==> config.mk <==
export PLATFORM = sky130hd
export DESIGN_NAME = ddrsq_top
export DESIGN_NICKNAME = d
export VERILOG_FILES = /design/src/shared/ddrsq_pkg.sv /design/src/shared/ddrsq_lvl_if.sv /design/src/verilog/ddrsq_top.sv /design/src/verilog/ddrsq_wlvl.sv
export VERILOG_INCLUDE_DIRS = /design/src /design/src/shared
export SDC_FILE = /design/constraint.sdc
export NUM_CORES = 1
export LEC_CHECK = 0
export CAP_MARGIN = 20
export CORE_MARGIN = 4
export CORE_UTILIZATION = 45
export DETAILED_ROUTE_END_ITERATION = 12
export DONT_BUFFER_PORTS = 1
export SLEW_MARGIN = 40
export SYNTH_ARGS = -nofsm -noshare
export SYNTH_HDL_FRONTEND = slang
export SYNTH_HIERARCHICAL = 1
export SYNTH_SLANG_ARGS = --single-unit
==> constraint.sdc <==
create_clock -name i_mclk -period 2.25 [get_ports i_mclk]
set_clock_uncertainty 0.15 [all_clocks]
set_input_delay 0.225 -clock i_mclk [delete_from_list [all_inputs] [get_ports i_mclk]]
set_output_delay 0.225 -clock i_mclk [all_outputs]
set_load 0.02 [all_outputs]
==> src/shared/ddrsq_defines.svh <==
`ifndef DDRSQ_DEFINES_SVH
`define DDRSQ_DEFINES_SVH
// Behaviour
// - txs after exit, mode register 1 bit 0 low enables the DLL.
// - tMRD later, mode register 0 bit 8 high starts a DLL reset.
// - in self refresh the device ignores the clock after tcksre.
// - in precharge power-down termination stays off regardless of ODT.
// - mode register 1 bit 7 high enters, low leaves write leveling.
// - in leveling ODT switches strobe termination only, data stays off.
// - leveling exit write may also change bits 12,9,6-5,2-1.
// - strobe rise samples clock; result on data pins after twlo.
// - each byte lane reports its own strobe against the clock.

// register byte addresses
`define DDRSQ_REG_CTRL 5'h00
`define DDRSQ_REG_STATUS 5'h04
`define DDRSQ_REG_MR0 5'h08
`define DDRSQ_REG_MR1 5'h0c
`define DDRSQ_REG_ERR 5'h10
// field positions
`define DDRSQ_CTRL_ALLDQ 0
`define DDRSQ_MR0_DLLRST 8
`define DDRSQ_MR1_DLLDIS 0
`define DDRSQ_MR1_WLVL 7
`define DDRSQ_MR1_QOFF 12
`define DDRSQ_ERR_CKE 0
`define DDRSQ_ERR_WLCMD 1
`define DDRSQ_ERR_PDODT 2
// reset values
`define DDRSQ_MR0_RST 13'h0000
`define DDRSQ_MR1_RST 13'h0000
`define DDRSQ_CTRL_RST 1'b0
// timing
`define DDRSQ_MCLK_PS 4000
`define DDRSQ_TCKSRE_PS 10000
`define DDRSQ_TCKSRE_CYC \
   ((`DDRSQ_TCKSRE_PS + `DDRSQ_MCLK_PS - 1) / `DDRSQ_MCLK_PS)
`define DDRSQ_TWLO_PS 7500
`define DDRSQ_TWLO_CYC ((`DDRSQ_TWLO_PS / `DDRSQ_MCLK_PS) < 1 ? 1 : \
   (`DDRSQ_TWLO_PS / `DDRSQ_MCLK_PS))
`define DDRSQ_DLLK_CK 512
`endif

==> src/shared/ddrsq_pkg.sv <==
package ddrsq_pkg;
   // power state of the device
   typedef enum logic [2:0] {
      DDRSQ_ST_IDLE = 3'b001,
      DDRSQ_ST_SREF = 3'b010,
      DDRSQ_ST_PDN = 3'b100
   } ddrsq_state_e;
   // decoded command on a clock edge
   typedef enum logic [2:0] {
      DDRSQ_CMD_DES = 3'h0,
      DDRSQ_CMD_NOP = 3'h1,
      DDRSQ_CMD_MRS = 3'h2,
      DDRSQ_CMD_REF = 3'h3,
      DDRSQ_CMD_OTHER = 3'h4
   } ddrsq_cmd_e;
endpackage

==> src/shared/ddrsq_lvl_if.sv <==
`timescale 1ns/1ps
interface ddrsq_lvl_if #(parameter int LANES = 2);
   logic [LANES-1:0] dqs_s;
   logic ck_s;
   logic wl_on;
   logic [LANES-1:0] fb;
   modport ctl (output dqs_s, output ck_s, output wl_on, input fb);
   modport lvl (input dqs_s, input ck_s, input wl_on, output fb);
endinterface

==> src/verilog/ddrsq_top.sv <==
`timescale 1ns/1ps
`include "ddrsq_defines.svh"
module ddrsq_top import ddrsq_pkg::*; #(
   parameter int DLLK_CK = `DDRSQ_DLLK_CK,
   parameter int TCKSRE_CYC = `DDRSQ_TCKSRE_CYC
) (
   // clock and reset
   input wire logic i_mclk,
   input wire logic i_rst_b,
   // avalon-mm slave
   input wire logic [4:0] i_avs_address,
   input wire logic i_avs_read,
   input wire logic i_avs_write,
   input wire logic [31:0] i_avs_writedata,
   output logic [31:0] o_avs_readdata,
   output logic o_avs_waitrequest,
   // command pins from the memory controller
   input wire logic i_ck,
   input wire logic i_cke,
   input wire logic i_cs_b,
   input wire logic i_ras_b,
   input wire logic i_cas_b,
   input wire logic i_we_b,
   input wire logic [2:0] i_ba,
   input wire logic [12:0] i_addr,
   input wire logic i_odt,
   // strobes, taken as the true half of each pair
   input wire logic i_upper_lane_strobe_pair,
   input wire logic i_lower_lane_strobe_pair,
   // data pins and termination
   output logic [15:0] o_dq,
   output logic [15:0] o_dq_oe_b,
   output logic o_dqs_term_on,
   output logic o_dq_term_on
);
   localparam int PW = 25;

   logic [PW-1:0] sync1_r, sync2_r;
   logic ck_s, cke_s, odt_s;
   logic [3:0] cmdp_s;
   logic [2:0] ba_s;
   logic [12:0] addr_s;
   logic [1:0] dqs_s;
   logic ck_d_r, cke_prev_r, ck_rise, ck_use;
   ddrsq_cmd_e cmd;
   logic cmd_valid;
   ddrsq_state_e st_r;
   logic [7:0] cksre_cnt_r;
   logic clk_free_r;
   logic [12:0] mr0_r, mr1_r;
   logic [15:0] lock_cnt_r;
   logic dll_locked_r;
   logic dll_en, wl_on, qoff, rtt_nom_en;
   logic ctrl_alldq_r;
   logic [2:0] err_r, err_set, err_clr;
   logic ack_r;
   logic [31:0] rd_nxt;
   logic [15:0] dq_nxt;

   ddrsq_lvl_if #(.LANES(2)) lvl_if ();

   // two-stage synchroniser for every pin, ck included
   always_ff @(posedge i_mclk or negedge i_rst_b) begin
      if (!i_rst_b) begin
         sync1_r <= '0;
         sync2_r <= '0;
      end else begin
         sync1_r <= {i_ck, i_cke, i_cs_b, i_ras_b, i_cas_b, i_we_b, i_ba,
            i_addr, i_odt, i_upper_lane_strobe_pair,
            i_lower_lane_strobe_pair};
         sync2_r <= sync1_r;
      end
   end

   // pins sample together; controller keeps setup around ck edges
   assign {ck_s, cke_s, cmdp_s, ba_s, addr_s, odt_s, dqs_s} = sync2_r;

   // command decode from the four control pins
   function automatic ddrsq_cmd_e cmd_of(input logic [3:0] p);
      if (p[3]) begin
         cmd_of = DDRSQ_CMD_DES;
      end else if (p[2:0] == 3'h7) begin
         cmd_of = DDRSQ_CMD_NOP;
      end else if (p[2:0] == 3'h0) begin
         cmd_of = DDRSQ_CMD_MRS;
      end else if (p[2:0] == 3'h1) begin
         cmd_of = DDRSQ_CMD_REF;
      end else begin
         cmd_of = DDRSQ_CMD_OTHER;
      end
   endfunction

   // ck edge detect; edges with cke low are dropped once the clock is free
   assign ck_rise = ck_s && !ck_d_r;
   assign ck_use = ck_rise && !(clk_free_r && !cke_s);
   assign cmd = cmd_of(cmdp_s);
   assign cmd_valid = ck_use && cke_prev_r && cke_s && (st_r == DDRSQ_ST_IDLE);

   always_ff @(posedge i_mclk or negedge i_rst_b) begin
      if (!i_rst_b) begin
         ck_d_r <= 1'b0;
         cke_prev_r <= 1'b0;
      end else begin
         ck_d_r <= ck_s;
         if (ck_use) begin
            cke_prev_r <= cke_s;
         end
      end
   end

   // power state: self refresh and precharge power-down
   always_ff @(posedge i_mclk or negedge i_rst_b) begin
      if (!i_rst_b) begin
         st_r <= DDRSQ_ST_IDLE;
      end else begin
         case (st_r)
            DDRSQ_ST_IDLE: begin
               if (ck_use && cke_prev_r && !cke_s) begin
                  st_r <= (cmd == DDRSQ_CMD_REF) ? DDRSQ_ST_SREF :
                     DDRSQ_ST_PDN;
               end
            end
            DDRSQ_ST_SREF, DDRSQ_ST_PDN: begin
               if (ck_use && cke_s) begin
                  st_r <= DDRSQ_ST_IDLE;
               end
            end
            default: st_r <= DDRSQ_ST_IDLE;
         endcase
      end
   end

   // tcksre timer; after it the clock may stop or change
   always_ff @(posedge i_mclk or negedge i_rst_b) begin
      if (!i_rst_b) begin
         cksre_cnt_r <= 8'h00;
         clk_free_r <= 1'b0;
      end else if (st_r == DDRSQ_ST_IDLE || cke_s) begin
         cksre_cnt_r <= 8'h00;
         clk_free_r <= 1'b0;
      end else if (cksre_cnt_r == 8'(TCKSRE_CYC - 1)) begin
         clk_free_r <= 1'b1;
      end else begin
         cksre_cnt_r <= cksre_cnt_r + 8'h01;
      end
   end

   // mode registers; the whole word applies, incl. leveling exit
   always_ff @(posedge i_mclk or negedge i_rst_b) begin
      if (!i_rst_b) begin
         mr0_r <= `DDRSQ_MR0_RST;
         mr1_r <= `DDRSQ_MR1_RST;
      end else if (cmd_valid && cmd == DDRSQ_CMD_MRS) begin
         if (ba_s == 3'h0) begin
            mr0_r <= addr_s;
         end else if (ba_s == 3'h1) begin
            mr1_r <= addr_s;
         end
      end
   end

   assign dll_en = !mr1_r[`DDRSQ_MR1_DLLDIS];
   assign wl_on = mr1_r[`DDRSQ_MR1_WLVL];
   assign qoff = mr1_r[`DDRSQ_MR1_QOFF];
   assign rtt_nom_en = mr1_r[9] || mr1_r[6] || mr1_r[2];

   // dll reset and relock over DLLK_CK clock edges
   always_ff @(posedge i_mclk or negedge i_rst_b) begin
      if (!i_rst_b) begin
         lock_cnt_r <= 16'h0000;
         dll_locked_r <= 1'b0;
      end else if (!dll_en) begin
         lock_cnt_r <= 16'h0000;
         dll_locked_r <= 1'b0;
      end else if (cmd_valid && cmd == DDRSQ_CMD_MRS && ba_s == 3'h0 &&
            addr_s[`DDRSQ_MR0_DLLRST]) begin
         lock_cnt_r <= 16'(DLLK_CK);
         dll_locked_r <= 1'b0;
      end else if (lock_cnt_r != 16'h0000 && ck_use) begin
         lock_cnt_r <= lock_cnt_r - 16'h0001;
         dll_locked_r <= (lock_cnt_r == 16'h0001);
      end
   end

   // protocol watch: cke drop in relock, bad leveling cmd, odt in pdn
   always_comb begin
      err_set = 3'b000;
      err_set[`DDRSQ_ERR_CKE] = ck_rise && !cke_s &&
         lock_cnt_r != 16'h0000;
      err_set[`DDRSQ_ERR_WLCMD] = cmd_valid && wl_on &&
         !(cmd == DDRSQ_CMD_NOP || cmd == DDRSQ_CMD_DES ||
         (cmd == DDRSQ_CMD_MRS && ba_s == 3'h1));
      err_set[`DDRSQ_ERR_PDODT] = st_r == DDRSQ_ST_PDN && odt_s &&
         rtt_nom_en;
   end

   // sticky errors, write one to clear; a new event beats the clear
   assign err_clr = (ack_r && i_avs_write && i_avs_address ==
      `DDRSQ_REG_ERR) ? i_avs_writedata[2:0] : 3'b000;

   always_ff @(posedge i_mclk or negedge i_rst_b) begin
      if (!i_rst_b) begin
         err_r <= 3'b000;
      end else begin
         err_r <= (err_r & ~err_clr) | err_set;
      end
   end

   // termination: off when powered down, strobes only in leveling
   always_ff @(posedge i_mclk or negedge i_rst_b) begin
      if (!i_rst_b) begin
         o_dqs_term_on <= 1'b0;
         o_dq_term_on <= 1'b0;
      end else if (st_r != DDRSQ_ST_IDLE) begin
         o_dqs_term_on <= 1'b0;
         o_dq_term_on <= 1'b0;
      end else if (wl_on) begin
         o_dqs_term_on <= odt_s;
         o_dq_term_on <= 1'b0;
      end else begin
         o_dqs_term_on <= odt_s && rtt_nom_en;
         o_dq_term_on <= odt_s && rtt_nom_en;
      end
   end

   // leveling sampler
   assign lvl_if.dqs_s = dqs_s; // lanes stay independent, both may rise
   assign lvl_if.ck_s = ck_s;
   assign lvl_if.wl_on = wl_on;

   ddrsq_wlvl #(.LANES(2)) u_wlvl (
      .i_mclk(i_mclk),
      .i_rst_b(i_rst_b),
      .lvl(lvl_if.lvl)
   );

   // feedback on the prime bit of each lane, or on all bits
   always_comb begin
      dq_nxt = 16'h0000;
      for (int l = 0; l < 2; l++) begin
         dq_nxt[l*8] = lvl_if.fb[l];
         for (int b = 1; b < 8; b++) begin
            dq_nxt[l*8+b] = ctrl_alldq_r && lvl_if.fb[l];
         end
      end
   end

   // data pins drive only in leveling with the output buffer on
   always_ff @(posedge i_mclk or negedge i_rst_b) begin
      if (!i_rst_b) begin
         o_dq <= 16'h0000;
         o_dq_oe_b <= 16'hffff;
      end else if (wl_on && !qoff) begin
         o_dq <= dq_nxt;
         o_dq_oe_b <= 16'h0000;
      end else begin
         o_dq <= 16'h0000;
         o_dq_oe_b <= 16'hffff;
      end
   end

   // bus: one wait cycle, then the access completes
   assign o_avs_waitrequest = (i_avs_read || i_avs_write) && !ack_r;

   always_comb begin
      rd_nxt = 32'h0000_0000;
      if (i_avs_address == `DDRSQ_REG_CTRL) begin
         rd_nxt[0] = ctrl_alldq_r;
      end else if (i_avs_address == `DDRSQ_REG_STATUS) begin
         rd_nxt[9:0] = {lvl_if.fb, clk_free_r, qoff, wl_on, dll_locked_r,
            dll_en, st_r};
      end else if (i_avs_address == `DDRSQ_REG_MR0) begin
         rd_nxt[12:0] = mr0_r;
      end else if (i_avs_address == `DDRSQ_REG_MR1) begin
         rd_nxt[12:0] = mr1_r;
      end else if (i_avs_address == `DDRSQ_REG_ERR) begin
         rd_nxt[2:0] = err_r;
      end
   end

   always_ff @(posedge i_mclk or negedge i_rst_b) begin
      if (!i_rst_b) begin
         ack_r <= 1'b0;
         o_avs_readdata <= 32'h0000_0000;
         ctrl_alldq_r <= `DDRSQ_CTRL_RST;
      end else begin
         ack_r <= (i_avs_read || i_avs_write) && !ack_r;
         if (i_avs_read && !ack_r) begin
            o_avs_readdata <= rd_nxt;
         end
         if (ack_r && i_avs_write && i_avs_address == `DDRSQ_REG_CTRL) begin
            ctrl_alldq_r <= i_avs_writedata[`DDRSQ_CTRL_ALLDQ];
         end
      end
   end
endmodule

==> src/verilog/ddrsq_wlvl.sv <==
`timescale 1ns/1ps
`include "ddrsq_defines.svh"
module ddrsq_wlvl import ddrsq_pkg::*; #(
   parameter int LANES = 2,
   parameter int TWLO_CYC = `DDRSQ_TWLO_CYC
) (
   // clock and reset
   input wire logic i_mclk,
   input wire logic i_rst_b,
   // link to the controller side
   ddrsq_lvl_if.lvl lvl
);
   logic [LANES-1:0] dqs_d_r;
   logic [LANES-1:0] samp_r;
   logic [LANES-1:0] fb_r;
   logic [LANES-1:0][7:0] cnt_r;

   assign lvl.fb = fb_r;

   // strobe edge history
   always_ff @(posedge i_mclk or negedge i_rst_b) begin
      if (!i_rst_b) begin
         dqs_d_r <= '0;
      end else begin
         dqs_d_r <= lvl.dqs_s;
      end
   end

   // per lane: sample clock on strobe rise, publish after twlo
   // sampling resolution is one system clock, far finer than tCK here
   always_ff @(posedge i_mclk or negedge i_rst_b) begin
      if (!i_rst_b) begin
         samp_r <= '0;
         fb_r <= '0;
         cnt_r <= '0;
      end else begin
         for (int i = 0; i < LANES; i++) begin
            if (!lvl.wl_on) begin
               samp_r[i] <= 1'b0;
               fb_r[i] <= 1'b0;
               cnt_r[i] <= 8'h00;
            end else if (lvl.dqs_s[i] && !dqs_d_r[i]) begin
               samp_r[i] <= lvl.ck_s;
               cnt_r[i] <= 8'(TWLO_CYC);
            end else if (cnt_r[i] == 8'h01) begin
               fb_r[i] <= samp_r[i];
               cnt_r[i] <= 8'h00;
            end else if (cnt_r[i] != 8'h00) begin
               cnt_r[i] <= cnt_r[i] - 8'h01;
            end
         end
      end
   end
endmodule

==> impl_metrics.json <==
{
  "status": "complete, but fails checks",
  "violations": "negative hold slack",
  "drcViolationCount": 0,
  "fmax_mhz": 477.5,
  "die_w_um": 130.3,
  "synthTopCellsByArea": "dfrtp_1, buf_4, mux2_2",
  "setup_violations": 0,
  "rrSetupSlack_ns": 0.16,
  "final_layout_size_suffix_gt1_share_pct": 15.31,
  "vias_per_cell": 5.334,
  "wl_per_cell_um": 16.72,
  "ant_nets": 0,
  "clock-sinks": 154,
  "antenna_found_initial": 0,
  "post_cts_buffers": 0,
  "avgSynthCellArea_um2": 11.48,
  "crit_type": "register to register",
  "synth_top_cell_area_share_pct": 56.52,
  "top_layer": "met4",
  "worstPathRequired_ns": 2.40,
  "hold-worst-slack_ns": -0.6577,
  "cts_hold_buf": 38,
  "clk_latency_ns": 0.43,
  "power.density_nw_per_um2": 878.1,
  "p_leak_uw": 0.003505,
  "synth-main-ff-cell": "dfrtp_1",
  "cts_root_buffer": "clkbuf_16",
  "fin_tns_setup_ns": 0,
  "core_um2": 14590,
  "clockPowerShare_pct": 43.0,
  "ys_ff_latch": 154,
  "grt_pass1_wl_um": 22830,
  "power_frac_comb_pct": 10.3,
  "ys_async_sr_fraction_pct": 100.0,
  "layout.area.seq_um2": 3860,
  "fillers": 1222,
  "wl_met3_um": 895,
  "final_cells": 824,
  "worstMarginPinSlew_ns": 0.7808,
  "dp_hpwl_um": 9363,
  "switching_power_uw": 1689,
  "ir_drop_uv": 580.9,
  "ios": 133,
  "period_minus_slack_ns": 2.094,
  "crit_path_end_kind": "register",
  "cts_tree": "yes",
  "crit_fanout": 8,
  "insertedDiodeCount": 0,
  "synth_edf_count": 0,
  "met2_length_um": 6447,
  "p_seq_share_pct": 46.7,
  "first_pass_iters": 5,
  "path_clk_slew_ns": 0.07,
  "rsz0062_at_grt": "false",
  "die_h_um": 130.3,
  "m1WireLength_um": 6243,
  "dieArea_um2": 16980,
  "drv_cap": 0,
  "drt-initial-drc-count": 283,
  "postLayoutSetupSlackWorst_ns": 0.1557,
  "drt_wl_total_um": 13780,
  "start_util_pct": 46.13,
  "ys_types": 64,
  "grt.total_usage_pct": 17.56,
  "numPortBuffers": 0,
  "netlist_area_um2": 6730,
  "hold_viol_final": 154,
  "maxSlewHeadroom_pct": 48.02,
  "placed_cells": 754,
  "grt_pass1_vias": 4423,
  "multi_input_area_um2": 2489,
  "timing.final.crit_share_pct": 93.08,
  "worst_ep_arrival_time_ns": 2.25,
  "hp-class": "primary input to async pin",
  "num-nets-final": 704,
  "numCtsBuffers": 17,
  "seq_area_frac_synth_pct": 57.30,
  "gp_congestion": 0.8411,
  "pre_cts_slack_ns": 0.08698,
  "gr-total-overflow": 0,
  "yosysTopAreaCell": "dfrtp_1",
  "netlist_instances": 586,
  "clk_path_buf_depth": 2,
  "total_power_uw": 6859,
  "p_int_uw": 5170,
  "synth_warnings": 6,
  "synthToLayoutAreaGrowth_pct": 16.06,
  "cts.htree.levels": 4,
  "cp-start-kind": "register",
  "vias": 4395,
  "netSwitchingFraction_pct": 24.63,
  "grt_max_degree": 155,
  "maxSlewViolCount": 0,
  "std_cell_rows": 44
}
==> kinds of logic after synthesis <==
| family | after synthesis | share of synthesized area (%) |
|---|---|---|
| AND/OR/NAND/NOR | 192 | 15.54 |
| flip-flops | 154 | 57.30 |
| AO/OA/AOI/OAI | 101 | 9.797 |
| buffers and inverters | 73 | 7.176 |
| multiplexers | 31 | 5.094 |
| XOR/XNOR | 23 | 2.993 |
| adder cells (fa/ha/maj) | 11 | 2.045 |
| other | 1 | 0.05572 |
==> critical path: stages, from the launching register on <==
cell and delay (ns):
dfrtp_1 0.37, nor3_1 0.29, nor4b_4 0.32, nand2_1 0.09, nor2_1 0.19, buf_4 0.22
mux2_2 0.35
==> layout make-up <==
| cell class | count | share of cell area (%) |
|---|---|---|
| clock inverter | 12 | 2.243 |
| clock buffer | 20 | 5.590 |
| sequential | 154 | 49.42 |
| inverter | 14 | 0.6728 |
| timing repair buffer | 63 | 7.272 |
| tap | 184 | 2.947 |
| multi-input combinational | 377 | 31.86 |
==> metrics by stage <==
step	cell area, µm²	util [%]
2_1_floorplan	6798	-
3_3_place_gp	6789	46.54
3_5_place_dp	6789	46.54
4_1_cts	7781	53.34
5_1_grt	7811	53.54
6_report	7811	53.54
==> cell usage in the layout, fill, tap and decap left out, types with 4 or more instances in the layout <==
cell and count:
o21ai_0 30, or4_1 4, bufinv_16 4, nor3_1 9, nand2b_1 10, a21oi_1 26
dlygate4sd3_1 38, dfrtp_1 152, a221oi_1 8, nor4_1 8, ha_1 11, and3_1 7
or3_1 8, nand3_1 16, inv_1 13, nand2_1 37, buf_4 25, nand4_1 4
a211oi_1 8, conb_1 19, mux2_2 26, mux2i_1 5, clkbuf_16 17, xnor2_1 18
nor2b_1 6, xor2_1 5, nor2_1 56
==> power groups by stage <==
stage / sequential, µW / clock, µW / combinational, µW
floorplan: 3190 / 0 / 563
global placement: 3240 / 0 / 619
detailed placement: 3240 / 0 / 649
CTS: 3200 / 3030 / 705
global route: 3240 / 3160 / 788
finish: 3200 / 2950 / 708
==> layer usage <==
layer,global-route usage (%),up-vias
met3,5.731,15
met1,23.60,2152
li1,-,2095
met4,5.807,0
met5,0,-
met2,27.01,133
==> final timing paths <==
kind / from / to / cells after the start
worst max-delay path: sync2_r[20] / mr1_r[6] / 6
min in group i_mclk: i_avs_address[2] / o_avs_readdata[1] / 4
worst max register to register: sync2_r[20] / mr1_r[6] / 6
max in group asynchronous: i_rst_b / o_dq_oe_b[14] / 0
worst min register to register: sync1_r[2] / sync2_r[2] / 0
worst min-delay path: i_rst_b / u_wlvl/cnt_r[12] / 0
==> repair_timing <==
item,4_1_cts,5_1_grt
resized for setup,0,5
hold endpoints to repair,188,154
setup endpoints to repair,0,20
==> registers in the layout (all words and copies together), names as in the netlist <==
| register | cells |
|---|---|
| ack_r | 1 |
| ck_d_r | 1 |
| cke_prev_r | 1 |
| cksre_cnt_r | 8 |
| clk_free_r | 1 |
| ctrl_alldq_r | 1 |
| dll_locked_r | 1 |
| err_r | 3 |
| lock_cnt_r | 16 |
| mr0_r | 13 |
| mr1_r | 13 |
| o_avs_readdata | 13 |
| o_dq | 4 |
| o_dq_oe_b | 1 |
| o_dq_term_on | 1 |
| o_dqs_term_on | 1 |
| st_r | 3 |
| sync1_r | 25 |
| sync2_r | 25 |
| u_wlvl/cnt_r | 16 |
| u_wlvl/dqs_d_r | 2 |
| u_wlvl/lvl.fb | 2 |
| u_wlvl/samp_r | 2 |
==> synthesized netlist by cell type, types with 3 or more instances <==
library cell and count:
nand3_1 16, buf_6 4, nor3_1 10, nor2b_1 6, mux2_2 26, nand2_1 37, xnor2_1 18, ha_1 11
and3_1 7, a211oi_1 8, mux2i_1 5, or3_1 8, or4_1 4, nand4_1 4, buf_4 47, nor4_1 8
nor3b_1 3, clkbuf_1 6, a2111o_1 3, xor2_1 5, nand2b_1 10, a22oi_1 3, a221oi_1 8, inv_1 13
o41ai_1 3, o21ai_0 30, dfrtp_1 152, and2_1 3, nor2_1 56, a2111oi_0 4, a21oi_1 26
Note: power is estimated with default switching activity, not from simulation.
